--- config.mk ---
export PLATFORM = sky130hd
export DESIGN_NAME = dcdp_top
export DESIGN_NICKNAME = d
export VERILOG_FILES = /design/src/dcdp_pkg.sv /design/src/dcdp_top.sv /design/src/dcdp_fifo.sv
export SDC_FILE = /design/constraint.sdc
export NUM_CORES = 1
export LEC_CHECK = 0
export ABC_AREA = 0
export BUFFER_PORTS_ARGS = -buffer_cell sky130_fd_sc_hd__buf_2
export CELL_PAD_IN_SITES_DETAIL_PLACEMENT = 1
export CELL_PAD_IN_SITES_GLOBAL_PLACEMENT = 2
export CORE_ASPECT_RATIO = 0.5
export CORE_UTILIZATION = 40
export CTS_CLUSTER_DIAMETER = 30
export DETAILED_ROUTE_END_ITERATION = 10
export GPL_TIMING_DRIVEN = 0
export PLACE_DENSITY_LB_ADDON = 0.1
export SLEW_MARGIN = 15
export SYNTH_ARGS = -nofsm -noshare
export SYNTH_HDL_FRONTEND = slang
export SYNTH_SLANG_ARGS = --single-unit
--- constraint.sdc ---
create_clock -name CLK_SYS -period 4.8 [get_ports CLK_SYS]
set_clock_uncertainty 0.2 [all_clocks]
set_input_delay 0.48 -clock CLK_SYS [delete_from_list [all_inputs] [get_ports CLK_SYS]]
set_output_delay 0.48 -clock CLK_SYS [all_outputs]
set_load 0.02 [all_outputs]
--- src/dcdp_pkg.sv ---
// Notes on behaviour
// - The transmit side holds two 14-bit converter cores and takes words at up to 125 MSPS.
// - In dual-port mode each transmit channel latches its own word on its own clock and strobe.
// - In interleaved mode one word stream is split into alternating I and Q words, each latched for its own channel.
// - In interleaved mode both cores update together, once per two input words.
// - The receive side samples two channels separately and gives 14-bit words at up to 65 MSPS.
// - The two receive channels run as independent ports, each on its own host clock.
// - With the multiplex option set, words of both channels are interleaved onto the channel A bus.
// - Multiplexed words appear at twice the per-channel sample rate, one on each edge of the common clock.
// - Each receive channel drives its own over-range flag alongside its data word.
// - Each receive channel drives its bus only while its own output enable is high.
// - One power-down input stops both receive channels together.
package dcdp_pkg;
  localparam int WORD_W      = 14;
  localparam int TX_MAX_MSPS = 125;
  localparam int RX_MAX_MSPS = 65;
  localparam int FIFO_DEPTH  = 16;
  localparam int SYS_MHZ     = 10;

  // Positions in the synchronised control vector
  localparam int C_TX_CLK_A  = 0;
  localparam int C_TX_CLK_B  = 1;
  localparam int C_TX_STR_A  = 2;
  localparam int C_TX_STR_B  = 3;
  localparam int C_TX_DUAL   = 4;
  localparam int C_RX_CLK_A  = 5;
  localparam int C_RX_CLK_B  = 6;
  localparam int C_RX_OVR_A  = 7;
  localparam int C_RX_OVR_B  = 8;
  localparam int C_RX_OE_A   = 9;
  localparam int C_RX_OE_B   = 10;
  localparam int C_RX_MUX    = 11;
  localparam int C_RX_PD     = 12;
  localparam int CTL_W       = 13;

  // Positions in the synchronised word array
  localparam int W_TX_A = 0;
  localparam int W_TX_B = 1;
  localparam int W_RX_A = 2;
  localparam int W_RX_B = 3;
  localparam int W_N    = 4;

  localparam logic [WORD_W-1:0] WORD_RST = 14'h0000;

  typedef enum logic {
    DCDP_PH_I = 1'b0,
    DCDP_PH_Q = 1'b1
  } dcdp_phase_t;
endpackage

--- src/dcdp_top.sv ---
`timescale 1ns/1ps
module dcdp_top
  import dcdp_pkg::*;
(
  input  wire logic              CLK_SYS,
  input  wire logic              NRST,
  input  wire logic              TX_CONV_CLOCK_A,
  input  wire logic              TX_CONV_CLOCK_B,
  input  wire logic              TX_WRITE_STROBE_A,
  input  wire logic              TX_WRITE_STROBE_B,
  input  wire logic [WORD_W-1:0] TX_WORD_A,
  input  wire logic [WORD_W-1:0] TX_WORD_B,
  input  wire logic              TX_PORT_SELECT,
  output logic      [WORD_W-1:0] TX_CORE_OUT_A,
  output logic      [WORD_W-1:0] TX_CORE_OUT_B,
  output logic                   TX_CORE_UPDATE_A,
  output logic                   TX_CORE_UPDATE_B,
  output logic                   TX_STREAM_READY,
  output logic                   TX_STREAM_DROP,
  input  wire logic              RX_CONV_CLOCK_A,
  input  wire logic              RX_CONV_CLOCK_B,
  input  wire logic [WORD_W-1:0] RX_ANALOG_A,
  input  wire logic [WORD_W-1:0] RX_ANALOG_B,
  input  wire logic              RX_ANALOG_OVER_A,
  input  wire logic              RX_ANALOG_OVER_B,
  input  wire logic              RX_DRIVE_ENABLE_A,
  input  wire logic              RX_DRIVE_ENABLE_B,
  input  wire logic              RX_MUX_SELECT,
  input  wire logic              RX_POWER_DOWN,
  output logic      [WORD_W-1:0] RX_SAMPLE_WORD_A,
  output logic      [WORD_W-1:0] RX_SAMPLE_WORD_B,
  output logic                   RX_SAMPLE_OE_A,
  output logic                   RX_SAMPLE_OE_B,
  output logic                   RX_OVER_RANGE_A,
  output logic                   RX_OVER_RANGE_B,
  output logic                   RX_MUX_TAG_B
);
  function automatic logic rise(input logic now_v, input logic old_v);
    return now_v & ~old_v;
  endfunction

  logic [CTL_W-1:0]             ctl_in;
  logic [CTL_W-1:0]             ctl_s1_reg;
  logic [CTL_W-1:0]             ctl_s2_reg;
  logic [CTL_W-1:0]             ctl_s3_reg;
  logic [W_N-1:0][WORD_W-1:0]   wd_in;
  logic [W_N-1:0][WORD_W-1:0]   wd_s1_reg;
  logic [W_N-1:0][WORD_W-1:0]   wd_s2_reg;

  assign ctl_in = {RX_POWER_DOWN, RX_MUX_SELECT, RX_DRIVE_ENABLE_B, RX_DRIVE_ENABLE_A,
                   RX_ANALOG_OVER_B, RX_ANALOG_OVER_A, RX_CONV_CLOCK_B, RX_CONV_CLOCK_A,
                   TX_PORT_SELECT, TX_WRITE_STROBE_B, TX_WRITE_STROBE_A,
                   TX_CONV_CLOCK_B, TX_CONV_CLOCK_A};
  assign wd_in  = {RX_ANALOG_B, RX_ANALOG_A, TX_WORD_B, TX_WORD_A};

  // Words are only read on a clock edge seen in ctl_s2, so a skewed bus settles first
  always_ff @(posedge CLK_SYS or negedge NRST) begin
    if (!NRST) begin
      ctl_s1_reg <= '0;
      ctl_s2_reg <= '0;
      ctl_s3_reg <= '0;
      wd_s1_reg  <= '0;
      wd_s2_reg  <= '0;
    end else begin
      ctl_s1_reg <= ctl_in;
      ctl_s2_reg <= ctl_s1_reg;
      ctl_s3_reg <= ctl_s2_reg;
      wd_s1_reg  <= wd_in;
      wd_s2_reg  <= wd_s1_reg;
    end
  end

  logic tx_dual;
  logic tx_take_a;
  logic tx_take_b;
  logic rx_pd;
  logic rx_mux;
  logic rx_rise_a;
  logic rx_fall_a;
  logic rx_rise_b;

  assign tx_dual   = ctl_s2_reg[C_TX_DUAL];
  assign tx_take_a = rise(ctl_s2_reg[C_TX_CLK_A], ctl_s3_reg[C_TX_CLK_A]) & ctl_s2_reg[C_TX_STR_A];
  assign tx_take_b = rise(ctl_s2_reg[C_TX_CLK_B], ctl_s3_reg[C_TX_CLK_B]) & ctl_s2_reg[C_TX_STR_B];
  assign rx_pd     = ctl_s2_reg[C_RX_PD];
  assign rx_mux    = ctl_s2_reg[C_RX_MUX];
  assign rx_rise_a = rise(ctl_s2_reg[C_RX_CLK_A], ctl_s3_reg[C_RX_CLK_A]);
  assign rx_fall_a = rise(ctl_s3_reg[C_RX_CLK_A], ctl_s2_reg[C_RX_CLK_A]);
  assign rx_rise_b = rise(ctl_s2_reg[C_RX_CLK_B], ctl_s3_reg[C_RX_CLK_B]);

  // Interleaved stream: channel A strobes feed the FIFO, channel B clock paces the cores
  logic              fifo_in_ready;
  logic              fifo_out_valid;
  logic              fifo_pop;
  logic [WORD_W-1:0] fifo_out_data;
  logic              push_req;

  assign push_req = ~tx_dual & tx_take_a;
  assign fifo_pop = ~tx_dual & fifo_out_valid & rise(ctl_s2_reg[C_TX_CLK_B], ctl_s3_reg[C_TX_CLK_B]);

  dcdp_fifo #(
    .WIDTH (WORD_W),
    .DEPTH (FIFO_DEPTH)
  ) u_fifo (
    .clk       (CLK_SYS),
    .nrst      (NRST),
    .in_valid  (push_req),
    .in_ready  (fifo_in_ready),
    .in_data   (wd_s2_reg[W_TX_A]),
    .out_valid (fifo_out_valid),
    .out_ready (fifo_pop),
    .out_data  (fifo_out_data)
  );

  always_ff @(posedge CLK_SYS or negedge NRST) begin
    if (!NRST) begin
      TX_STREAM_READY <= 1'b0;
      TX_STREAM_DROP  <= 1'b0;
    end else begin
      TX_STREAM_READY <= fifo_in_ready & ~tx_dual;
      TX_STREAM_DROP  <= push_req & ~fifo_in_ready;
    end
  end

  dcdp_phase_t       phase_reg;
  logic [WORD_W-1:0] hold_i_reg;

  // Phase restarts at I whenever dual mode is selected
  always_ff @(posedge CLK_SYS or negedge NRST) begin
    if (!NRST) begin
      phase_reg  <= DCDP_PH_I;
      hold_i_reg <= WORD_RST;
    end else if (tx_dual) begin
      phase_reg  <= DCDP_PH_I;
    end else if (fifo_pop) begin
      unique case (phase_reg)
        DCDP_PH_I: begin
          hold_i_reg <= fifo_out_data;
          phase_reg  <= DCDP_PH_Q;
        end
        DCDP_PH_Q: begin
          phase_reg  <= DCDP_PH_I;
        end
      endcase
    end
  end

  logic pair_done;
  assign pair_done = fifo_pop & (phase_reg == DCDP_PH_Q);

  always_ff @(posedge CLK_SYS or negedge NRST) begin
    if (!NRST) begin
      TX_CORE_OUT_A    <= WORD_RST;
      TX_CORE_OUT_B    <= WORD_RST;
      TX_CORE_UPDATE_A <= 1'b0;
      TX_CORE_UPDATE_B <= 1'b0;
    end else begin
      TX_CORE_UPDATE_A <= 1'b0;
      TX_CORE_UPDATE_B <= 1'b0;
      if (tx_dual) begin
        if (tx_take_a) begin
          TX_CORE_OUT_A    <= wd_s2_reg[W_TX_A];
          TX_CORE_UPDATE_A <= 1'b1;
        end
        if (tx_take_b) begin
          TX_CORE_OUT_B    <= wd_s2_reg[W_TX_B];
          TX_CORE_UPDATE_B <= 1'b1;
        end
      end else if (pair_done) begin
        TX_CORE_OUT_A    <= hold_i_reg;
        TX_CORE_OUT_B    <= fifo_out_data;
        TX_CORE_UPDATE_A <= 1'b1;
        TX_CORE_UPDATE_B <= 1'b1;
      end
    end
  end

  // Receive sampling; power-down freezes both channels
  logic [WORD_W-1:0] samp_a_reg;
  logic [WORD_W-1:0] samp_b_reg;
  logic [WORD_W-1:0] mux_b_reg;
  logic              ovr_a_reg;
  logic              ovr_b_reg;
  logic              mux_ovr_b_reg;
  logic              tag_b_reg;

  always_ff @(posedge CLK_SYS or negedge NRST) begin
    if (!NRST) begin
      samp_a_reg    <= WORD_RST;
      ovr_a_reg     <= 1'b0;
      mux_b_reg     <= WORD_RST;
      mux_ovr_b_reg <= 1'b0;
      tag_b_reg     <= 1'b0;
    end else if (!rx_pd) begin
      if (rx_rise_a) begin
        samp_a_reg    <= wd_s2_reg[W_RX_A];
        ovr_a_reg     <= ctl_s2_reg[C_RX_OVR_A];
        mux_b_reg     <= wd_s2_reg[W_RX_B];
        mux_ovr_b_reg <= ctl_s2_reg[C_RX_OVR_B];
        tag_b_reg     <= 1'b0;
      end else if (rx_fall_a && rx_mux) begin
        samp_a_reg    <= mux_b_reg;
        ovr_a_reg     <= mux_ovr_b_reg;
        tag_b_reg     <= 1'b1;
      end
    end
  end

  always_ff @(posedge CLK_SYS or negedge NRST) begin
    if (!NRST) begin
      samp_b_reg <= WORD_RST;
      ovr_b_reg  <= 1'b0;
    end else if (!rx_pd && rx_rise_b) begin
      samp_b_reg <= wd_s2_reg[W_RX_B];
      ovr_b_reg  <= ctl_s2_reg[C_RX_OVR_B];
    end
  end

  logic en_a;
  logic en_b;
  assign en_a = ctl_s2_reg[C_RX_OE_A] & ~rx_pd;
  assign en_b = ctl_s2_reg[C_RX_OE_B] & ~rx_pd;

  // Disabled buses read as zero, standing in for a released bus
  always_ff @(posedge CLK_SYS or negedge NRST) begin
    if (!NRST) begin
      RX_SAMPLE_WORD_A <= WORD_RST;
      RX_SAMPLE_WORD_B <= WORD_RST;
      RX_SAMPLE_OE_A   <= 1'b0;
      RX_SAMPLE_OE_B   <= 1'b0;
      RX_OVER_RANGE_A  <= 1'b0;
      RX_OVER_RANGE_B  <= 1'b0;
      RX_MUX_TAG_B     <= 1'b0;
    end else begin
      RX_SAMPLE_OE_A   <= en_a;
      RX_SAMPLE_OE_B   <= en_b;
      RX_SAMPLE_WORD_A <= en_a ? samp_a_reg : WORD_RST;
      RX_SAMPLE_WORD_B <= en_b ? samp_b_reg : WORD_RST;
      RX_OVER_RANGE_A  <= en_a & ovr_a_reg;
      RX_OVER_RANGE_B  <= en_b & ovr_b_reg;
      RX_MUX_TAG_B     <= en_a & rx_mux & tag_b_reg;
    end
  end
endmodule

--- src/dcdp_fifo.sv ---
`timescale 1ns/1ps
module dcdp_fifo
  import dcdp_pkg::*;
#(
  parameter int WIDTH = WORD_W,
  parameter int DEPTH = FIFO_DEPTH
) (
  input  wire logic             clk,
  input  wire logic             nrst,
  input  wire logic             in_valid,
  output logic                  in_ready,
  input  wire logic [WIDTH-1:0] in_data,
  output logic                  out_valid,
  input  wire logic             out_ready,
  output logic      [WIDTH-1:0] out_data
);
  localparam int PTR_W = $clog2(DEPTH);
  localparam int CNT_W = $clog2(DEPTH + 1);

  logic [WIDTH-1:0] mem [DEPTH];
  logic [PTR_W-1:0] wr_ptr_reg;
  logic [PTR_W-1:0] rd_ptr_reg;
  logic [CNT_W-1:0] count_reg;
  logic             push;
  logic             pop;

  assign in_ready  = (count_reg != CNT_W'(DEPTH));
  assign out_valid = (count_reg != '0);
  assign out_data  = mem[rd_ptr_reg];
  assign push      = in_valid & in_ready;
  assign pop       = out_valid & out_ready;

  // Storage is not reset; only the pointers and the count carry state
  always_ff @(posedge clk) begin
    if (push) begin
      mem[wr_ptr_reg] <= in_data;
    end
  end

  always_ff @(posedge clk or negedge nrst) begin
    if (!nrst) begin
      wr_ptr_reg <= '0;
      rd_ptr_reg <= '0;
      count_reg  <= '0;
    end else begin
      if (push) begin
        wr_ptr_reg <= (wr_ptr_reg == PTR_W'(DEPTH - 1)) ? '0 : wr_ptr_reg + 1'b1;
      end
      if (pop) begin
        rd_ptr_reg <= (rd_ptr_reg == PTR_W'(DEPTH - 1)) ? '0 : rd_ptr_reg + 1'b1;
      end
      if (push && !pop) begin
        count_reg <= count_reg + 1'b1;
      end else if (pop && !push) begin
        count_reg <= count_reg - 1'b1;
      end
    end
  end
endmodule

# Word-level counts from Yosys, hierarchy flattened
# Memory sizes are Yosys's and may differ from the RTL's.
# Index checks and enable logic that the tools add are counted.
classes:
  add_sub_neg: 4
  n_eq_ne: 5
  n_mux: 28
  bitwise_logic: 30
  n_reduce_logical: 17
ops:
  columns: ["operator", "n"]
  rows:
  - ["2-to-1 mux 14 bit", 10]
  - ["AND 1 bit", 21]
  - ["2-to-1 mux 1 bit", 13]
  - ["2-to-1 mux 5 bit", 2]
  - ["inverter 1 bit", 9]
  - ["adder 4 x 1 -> 4 bit, second input constant", 2]
  - ["== test 4 bit, second input constant", 2]
  - ["2-to-1 mux 4 bit", 2]
  - ["AND reduction 2 bit", 4]
  - ["nonzero test 2 bit", 4]
  - ["adder 5 x 1 -> 5 bit, second input constant", 1]
  - ["!= test 5 bit, second input constant", 1]
  - ["nonzero test 5 bit", 1]
  - ["subtractor 5 x 1 -> 5 bit, second input constant", 1]
  - ["logical AND 1 bit", 4]
  - ["!= test 2 x 1 -> 1 bit, second input constant", 2]
  - ["logical NOT 1 bit", 3]
  - ["AND reduction 3 bit", 1]
  - ["case mux 1 bit (2 select lines)", 1]
word_totals:
  reg_bits: 284
  ram_bits: 224
  input_bits: 71
  output_inout_bits: 65
  word_cells: 121
  memories: 1
memory_table:
  columns: ["name", "depth", "word_bits", "read_ports", "rd_ports_with_merged_regs", "wr", "line_no", "source"]
  rows:
  - ["u_fifo.mem", 16, 14, 1, 0, 1, "dcdp_fifo.sv:20", "logic [WIDTH-1:0] mem [DEPTH];"]

# Logic depth before layout (Yosys ltp)
# Gate-level depths: netlist of run 1.
logic_depth:
  ltp_word: 9
  mapped_depth: 12
  mapped_depth_nobuf: 11

# By module
# From an unflattened synthesis of run 1, not the netlist that was laid out.
hier_totals:
  cells_unflattened: 913
  area_unflattened_um2: 18032.3
modules_own_cells:
  columns: ["module", "n_inst", "cells_each", "area_each_um2", "seq_area_each_um2"]
  rows:
  - ["dcdp_fifo", 1, 439, 9357.7, 7051.8]
  - ["dcdp_top", 1, 474, 8674.6, 6706.4]

# Worst setup path before layout of run 1
# OpenSTA, ideal clock, no wires.
synth_path:
  path_kind: "register -> register"
  from: "register u_fifo.count_reg[1]"
  to: "register u_fifo.count_reg[4]"
  setup_time_ns: 0.080
  t_arrival_ns: 2.600
  required_time_ns: 4.520
  slack_ns: 1.920
  path_stages_with_launch: 12
  n_path_buf: 1
  period_less_slack_ns: 2.880
  path_cell_list: "dfrtp_1 -> nor4_4 -> a211oi_1 -> buf_2 -> ha_1 -> inv_1 -> ha_1 -> nor2b_1 -> o21a_1 -> or3_1 -> a21oi_1 -> xnor2_1"
synth_via:
  elab_cells_between_ends: 15
  cone_classes: "add/sub (2); eq/ne (1); mux (2); bitwise (4); reduce/logical (6)"
synth_lines:
  columns: ["item", "line_no", "source"]
  rows:
  - ["start: declaration", "dcdp_fifo.sv:23", "logic [CNT_W-1:0] count_reg;"]
  - ["start signal: assignment", "dcdp_fifo.sv:53", "count_reg <= count_reg + 1'b1;"]
  - ["start signal: assignment", "dcdp_fifo.sv:55", "count_reg <= count_reg - 1'b1;"]
  - ["!= test 5 bit (*)", "dcdp_fifo.sv:27", "assign in_ready = (count_reg != CNT_W'(DEPTH));"]
  - ["AND 1 bit (*)", "dcdp_fifo.sv:30", "assign push = in_valid & in_ready;"]
  - ["via u_fifo.push", "dcdp_fifo.sv:24", "logic push;"]
  - ["logical NOT 1 bit", "dcdp_fifo.sv:54", "end else if (pop && !push) begin"]
  - ["logical AND 1 bit", "dcdp_fifo.sv:54", null]
  - ["nonzero test 2 bit (no line)", null, null]
# The timed path passes the listed nets; every way through them passes the cells marked *. The select of a mux whose other input is x is not followed.
# A chain may end at the register's enable or synchronous reset.

# Worst setup path after layout of run 1
layout_path:
  from: "register ctl_s3_reg[1]"
  to: "register u_fifo.count_reg[4]"
layout_via:
  elab_chain_cells: 7
  elab_cells_between_ends: 9
  cone_classes: "mux (1); bitwise (4); reduce/logical (4)"
layout_rtl:
  columns: ["item", "line_no", "source"]
  rows:
  - ["start: declaration", "dcdp_top.sv:45", "logic [CTL_W-1:0] ctl_s3_reg;"]
  - ["start signal: assignment", "dcdp_top.sv:67", "ctl_s3_reg <= ctl_s2_reg;"]
  - ["inverter 1 bit (*)", "dcdp_top.sv:39", "return now_v & ~old_v;"]
  - ["AND 1 bit (*)", "dcdp_top.sv:39", null]
  - ["AND 1 bit (*)", "dcdp_top.sv:99", "assign fifo_pop = ~tx_dual & fifo_out_valid & rise(ctl_s2_reg[C_TX_CLK_B], ctl_s3_reg[C_TX_CLK_B]);"]
  - ["AND 1 bit (*)", "dcdp_fifo.sv:31", "assign pop = out_valid & out_ready;"]
  - ["logical NOT 1 bit", "dcdp_fifo.sv:52", "if (push && !pop) begin"]
  - ["logical AND 1 bit", "dcdp_fifo.sv:52", null]
  - ["2-to-1 mux 5 bit / nonzero test 2 bit (equally long branches)", null, null]
# Every way passes the cells marked *; elsewhere a longest branch is shown, timed or not.

==> results of run 1 <==
worst max-delay path, stage by stage (launching register included):
cell and delay, ns:
dfrtp_1 0.35, nand2b_1 0.13, buf_2 0.18, a211oi_4 0.50, inv_2 0.22, ha_1 0.31
inv_1 0.16, ha_1 0.26, nor2b_1 0.13, o21a_1 0.17, or3_1 0.30, a21oi_1 0.18
xnor2_1 0.13
routing by layer:
metal / share of wire (%) / wire, um / global-route usage [%]
met1: 45 / 17600 / 23.7
met2: 49 / 19400 / 30.2
met3: 4.1 / 1610 / 3.88
met4: 2.1 / 831 / 5.58
met5: 0 / 0 / 0
repair_timing:
item,in CTS,in global routing
hold endpoints to repair,159,0
gates resized for setup,0,0
hold buffers,70,0
area by class of cell:
class | instances | area share (%)
clock buffers | 81 | 8.10
flip-flops and latches | 505 | 61.2
repair buffers | 222 | 7.21
well taps | 588 | 3.27
clock inverters | 39 | 1.59
plain buffers | 45 | 1.12
inverters | 10 | 0.167
diodes | 1 | 0.0111
multi-input cells | 435 | 17.4
worst paths after layout:
path                                from                  end
setup reg to reg           ctl_s3_reg[1]  u_fifo.count_reg[4]
hold reg to reg            wd_s1_reg[11]        wd_s2_reg[11]
min in group asynchronous           NRST       ctl_s2_reg[12]
setup / recovery           ctl_s3_reg[1]  u_fifo.count_reg[4]
hold / removal             wd_s1_reg[11]        wd_s2_reg[11]
max in group asynchronous           NRST    TX_CORE_OUT_B[10]
report_power, final:
group | switching (mW) | internal, mW | total, mW | leakage [nW]
combinational | 1.32 | 1.03 | 2.35 | 2.69
clock | 1.89 | 2.91 | 4.80 | 1.07
sequential | 0.263 | 4.92 | 5.18 | 5.37
synthesized netlist by cell type, types with 2 or more instances:
master,count,area [sq um]
a211oi_1,2,15.0
a21o_1,5,37.5
a21oi_1,48,240
a22oi_1,28,210
and2_1,31,194
buf_1,2,7.51
buf_12,2,40.0
buf_2,14,70.1
buf_4,2,15.0
buf_6,2,22.5
clkbuf_1,22,82.6
dfrtp_1,281,7030
edfxtp_1,224,6730
ha_1,10,125
inv_1,9,33.8
mux2_2,34,383
mux2_4,11,165
mux2i_1,29,290
mux4_1,16,420
mux4_2,40,901
nand2_1,71,267
nand2b_1,5,31.3
nand3_1,5,25.0
nor2_1,44,165
nor2b_1,5,31.3
nor3_1,6,30.0
o21ai_0,24,120
xnor2_1,5,43.8
xor2_1,2,17.5
layout by cell type, fill, tap and decap left out, types with 10 or more instances in the layout:
cell | synthesis | routed
ha_1 | 10 | 10
mux2_2 | 34 | 34
and2_1 | 31 | 31
a21oi_1 | 48 | 48
mux4_2 | 40 | 40
mux2i_1 | 29 | 29
nor2_1 | 44 | 32
clkinv_2 | 0 | 13
clkbuf_1 | 22 | 30
nand2_1 | 71 | 71
edfxtp_1 | 224 | 224
a22oi_1 | 28 | 28
dfrtp_1 | 281 | 281
nor2_2 | 0 | 12
buf_2 | 14 | 148
mux4_1 | 16 | 16
dlygate4sd3_1 | 0 | 70
clkbuf_16 | 0 | 70
mux2_4 | 11 | 11
o21ai_0 | 24 | 24
kinds of logic after synthesis:
kind of cell | Yosys count
flops | 505
xor+xnor | 7
mux | 130
simple gates | 176
buf+inv | 55
fa+ha+maj | 11
compound gates | 111
metrics by stage:
| stage | area (sq um) | power (mW) |
|---|---|---|
| final | 22500 | 12.3 |
| after global routing | 22500 | 12.9 |
| after CTS | 22500 | 12.5 |
| after detailed placement | 19600 | 7.61 |
| after global placement | 19300 | 7.52 |
| after floorplan | 17900 | 6.74 |
==> flow_metrics.tcl, run 1 <==
set metrics [dict create \
    status "finished clean" \
    cp-end-kind "flop" \
    dpl.cell_count 1735 \
    setup_viol 0 \
    layout-drive-gt1-share_pct 29.0 \
    clk_pin_slew_ns 0.06 \
    layout_setup_ws_ns 1.49 \
    post-route-period-util_pct 68.9 \
    netlist_area_sq_um 17900 \
    drv_cap 0 \
    hpwl_mm 25.9 \
    slew_viol_final 0 \
    layout_min_cycle_time_ns 3.31 \
    drc_errors 0 \
    reg2reg_depth 12 \
    synth_compound_area_share_pct 3.72 \
    die_y_um 152 \
    fill_cells 4130 \
    drtPass1Iterations 5 \
    fin_tns_setup_ns 0 \
    wl_per_cell_um 20.5 \
    final_nets 1369 \
    synthXorXnorAreaFrac_pct 0.342 \
    drtIter0Drc 559 \
    worst_hold_slack_ns 0.130 \
    die-width_um 301 \
    multiInputGateArea_sq_um 3910 \
    yosys_warnings 0 \
    crit_path_start_kind "flop" \
    initial_core_util_pct 40.8 \
    worst_pin_slew_ns 0.927 \
    cts_tree "yes" \
    die-area_sq_um 45700 \
    async_flop_share_pct 55.6 \
    final_antenna_net_count 0 \
    area_growth_pct 25.6 \
    grt-ovfl-total 0 \
    io_buffers 135 \
    sequential_cell_area_sq_um 13800 \
    final_cells 1926 \
    p_leak_nw 9.13 \
    via_per_inst 4.92 \
    synth_edf_count 224 \
    whs_path_depth 0 \
    clk_latency_ns 0.57 \
    p_per_area_nw_per_um2 548 \
    cts_setup_buffers 0 \
    synthAdderAreaFrac_pct 0.810 \
    vias 9477 \
    h-tree-depth 3 \
    cts_buffers 68 \
    rrSetupSlack_ns 1.49 \
    grt_pass1_wl_mm 60.8 \
    ys_types 45 \
    relSlewSlack_pct 38.2 \
    ys_ff_latch 505 \
    clock-sinks 505 \
    critPathArrivalTime_ns 3.58 \
    synthesis.nets 1077 \
    place.gp.congestion 0.763 \
    largest_reg_flops 224 \
    rows 54 \
    core_area_sq_um 43800 \
    grt_pass1_vias 10400 \
    antenna_found_initial 0 \
    io_pins 136 \
    ir_drop_mv 0.269 \
    hold_viol 0 \
    worstPathMaxFanout 8 \
    crit_required_ns 5.08 \
    min_path_type "reg -> reg" \
    wl_mm 39.5 \
    synth_ff_type "dfrtp_1" \
    synth_top_family_by_area "multiplexers" \
    preCtsSetupSlack_ns 1.51 \
    postSynthCellCount 995 \
    synth.avg_cell_area_sq_um 18.0 \
    final_util_pct 51.3 \
    synthSimpleGateAreaFrac_pct 4.63 \
    clock.fmax_ghz 0.302 \
    grt.total_usage_pct 18.0 \
    root_buffer "clkbuf_16" \
    cts_buffer_depth 3 \
    seq_area_frac_synth_pct 76.8 \
    crit_type "reg -> reg" \
    synth_mux_area_share_pct 12.1 \
    rsz0062_at_grt "false" \
    grt_max_degree 98 \
]
Power figures use the tool's default switching activity.
==> run 2, diff against run 1 <==
clock period = 3.3 ns   (was 4.8 ns; I/O delays follow)
==> run 2 against run 1 <==
Global-route usage hardly changed; critical endpoint unchanged; power is 46% higher; maximum frequency is 8.0% higher; core utilization is 0.071 points higher; cell count is 0.16% higher; flip-flop and latch count stayed put; sequential power is 46% higher; first-iteration DRC count is 2.9% higher; critical path depth stayed put.
==> flow_metrics.tcl, run 2 (synthesized netlist as in run 1, its figures left out) <==
set metrics [dict create \
    preCtsSetupSlack_ns 0.0107 \
    root_buffer "clkbuf_16" \
    p_sw_share_pct 28.2 \
    ir_drop_mv 0.392 \
    cts_tree "yes" \
    final_cell_mix "dfrtp_1 (280), edfxtp_1 (224), buf_2 (147)" \
    area_growth_pct 25.8 \
    pwr-share-clk_pct 38.9 \
    layout_setup_ws_ns 0.239 \
    reg2reg_depth 12 \
    initial_core_util_pct 40.8 \
    setup_viol 0 \
    cp-end-kind "flop" \
    rows 54 \
    final_nets 1372 \
    grt_pass1_wl_mm 60.8 \
    hold_viol 0 \
    via_per_inst 4.91 \
    grt-ovfl-total 0 \
    core_area_sq_um 43800 \
    drv_cap 0 \
    rrSetupSlack_ns 0.24 \
    clock-sinks 505 \
    drc_errors 0 \
    io_pins 136 \
    fill_cells 4131 \
    clk_latency_ns 0.57 \
    final_cells 1929 \
    wl_mm 39.5 \
    slew_viol_final 0 \
    rr_endpoint "u_fifo.count_reg[4]" \
    whs_path_depth 0 \
    crit_path_start_kind "flop" \
    largest_reg_flops 224 \
    worst_pin_slew_ns 0.925 \
    io_buffers 135 \
    p_per_area_nw_per_um2 797 \
    die_y_um 152 \
    whs_endpoint "wd_s2_reg[11]" \
    multiInputGateArea_sq_um 3920 \
    r2r_start "u_fifo.count_reg[2]" \
    wl_per_cell_um 20.5 \
    grt_pass1_vias 10400 \
    combPwrFrac_pct 19.1 \
    drtIter0Drc 575 \
    post-route-period-util_pct 92.8 \
    h-tree-depth 3 \
    clock.fmax_ghz 0.327 \
    drtPass1Iterations 5 \
    rsz0062_at_grt "false" \
    p_leak_nw 9.15 \
    die-width_um 301 \
    place.gp.congestion 0.763 \
    antenna_found_initial 0 \
    layout_min_cycle_time_ns 3.06 \
    crit_type "reg -> reg" \
    grt.total_usage_pct 18.0 \
    hpwl_mm 25.9 \
    min_from "wd_s1_reg[11]" \
    power.switching_mw 5.06 \
    crit_required_ns 3.58 \
    min_path_type "reg -> reg" \
    cts_buffer_depth 3 \
    worstPathMaxFanout 5 \
    status "finished clean" \
    layout-drive-gt1-share_pct 29.3 \
    critPathArrivalTime_ns 3.34 \
    grt_max_degree 98 \
    dpl.cell_count 1735 \
    clk_pin_slew_ns 0.06 \
    sequential_cell_area_sq_um 13800 \
    power_frac_seq_pct 42.0 \
    final_common_cell "dfrtp_1" \
    final_antenna_net_count 0 \
    power.internal_mw 12.9 \
    vias 9475 \
    die-area_sq_um 45700 \
    cts_buffers 68 \
    relSlewSlack_pct 38.3 \
]
run 2: cell count changes in the layout (fill, tap and decap cells not counted):
cell and change:
dfrtp_2 +1, buf_4 +4, buf_2 -1, a211oi_1 -1, dfrtp_1 -1, a211oi_2 +1
run 2: routing by layer:
layer  routed length [um]  GRT usage, %  share of wire, %
met5                    0             0                 0
met4                  815          5.58               2.1
met3                 1690          3.88               4.3
met2                19400          30.2                49
met1                17600          23.8                44
run 2: worst max-delay path, cell delays in order (launching register included):
cell,delay (ns)
dfrtp_2,0.44
nor4_4,0.26
buf_4,0.19
a211oi_4,0.07
inv_2,0.18
ha_1,0.27
inv_1,0.13
ha_1,0.30
nor2b_1,0.13
o21a_1,0.17
or3_1,0.30
a21oi_1,0.19
xnor2_1,0.13
run 2: what timing repair did:
item,CTS,global route
hold endpoints to repair,159,0
setup endpoints to repair,1,1
hold buffers,70,0
gates resized for setup,0,4
pin swaps,1,2
setup buffers,0,3
run 2: cell type report:
class	count	area share, %
Clock buffer	81	8.09
Sequential cell	505	61.1
Antenna cell	1	0.0111
Inverter	10	0.167
Tap cell	588	3.27
Multi-Input combinational cell	435	17.4
Clock inverter	39	1.58
Buffer	45	1.13
Timing Repair Buffer	225	7.30
run 2: how the worst max path moves through the flow:
stage | from | endpoint | cells after the start
2_1_floorplan | u_fifo.count_reg[1] | u_fifo.count_reg[4] | 11
3_3_place_gp | NRST | wd_s2_reg[12] | 1
3_5_place_dp | ctl_s3_reg[1] | u_fifo.count_reg[4] | 12
4_1_cts | ctl_s3_reg[1] | u_fifo.count_reg[4] | 12
5_1_grt | u_fifo.count_reg[0] | u_fifo.count_reg[4] | 12
6_report | u_fifo.count_reg[2] | u_fifo.count_reg[4] | 12
run 2: power groups by stage:
stage / Clock (mW) / Sequential, mW / Combinational (mW)
final: 6.98 / 7.54 / 3.44
after global routing: 7.41 / 7.62 / 3.74
after global placement: 0 / 7.64 / 3.30
after detailed placement: 0 / 7.67 / 3.40
after CTS: 7.16 / 7.55 / 3.48
after floorplan: 0 / 7.77 / 2.03
run 2: per-stage QoR:
step	setup TNS [ns]	area, sq um	hold WS, ns	power, mW	util [%]
final	0	22500	0.130	18.0	51.4
after global placement	-982.72	19300	0.132	10.9	44.1
after CTS	0	22500	0.143	18.2	51.3
after floorplan	0	17900	-0.166	9.80	-
after global routing	0	22500	0.151	18.8	51.4
after detailed placement	0	19600	0.136	11.1	44.7
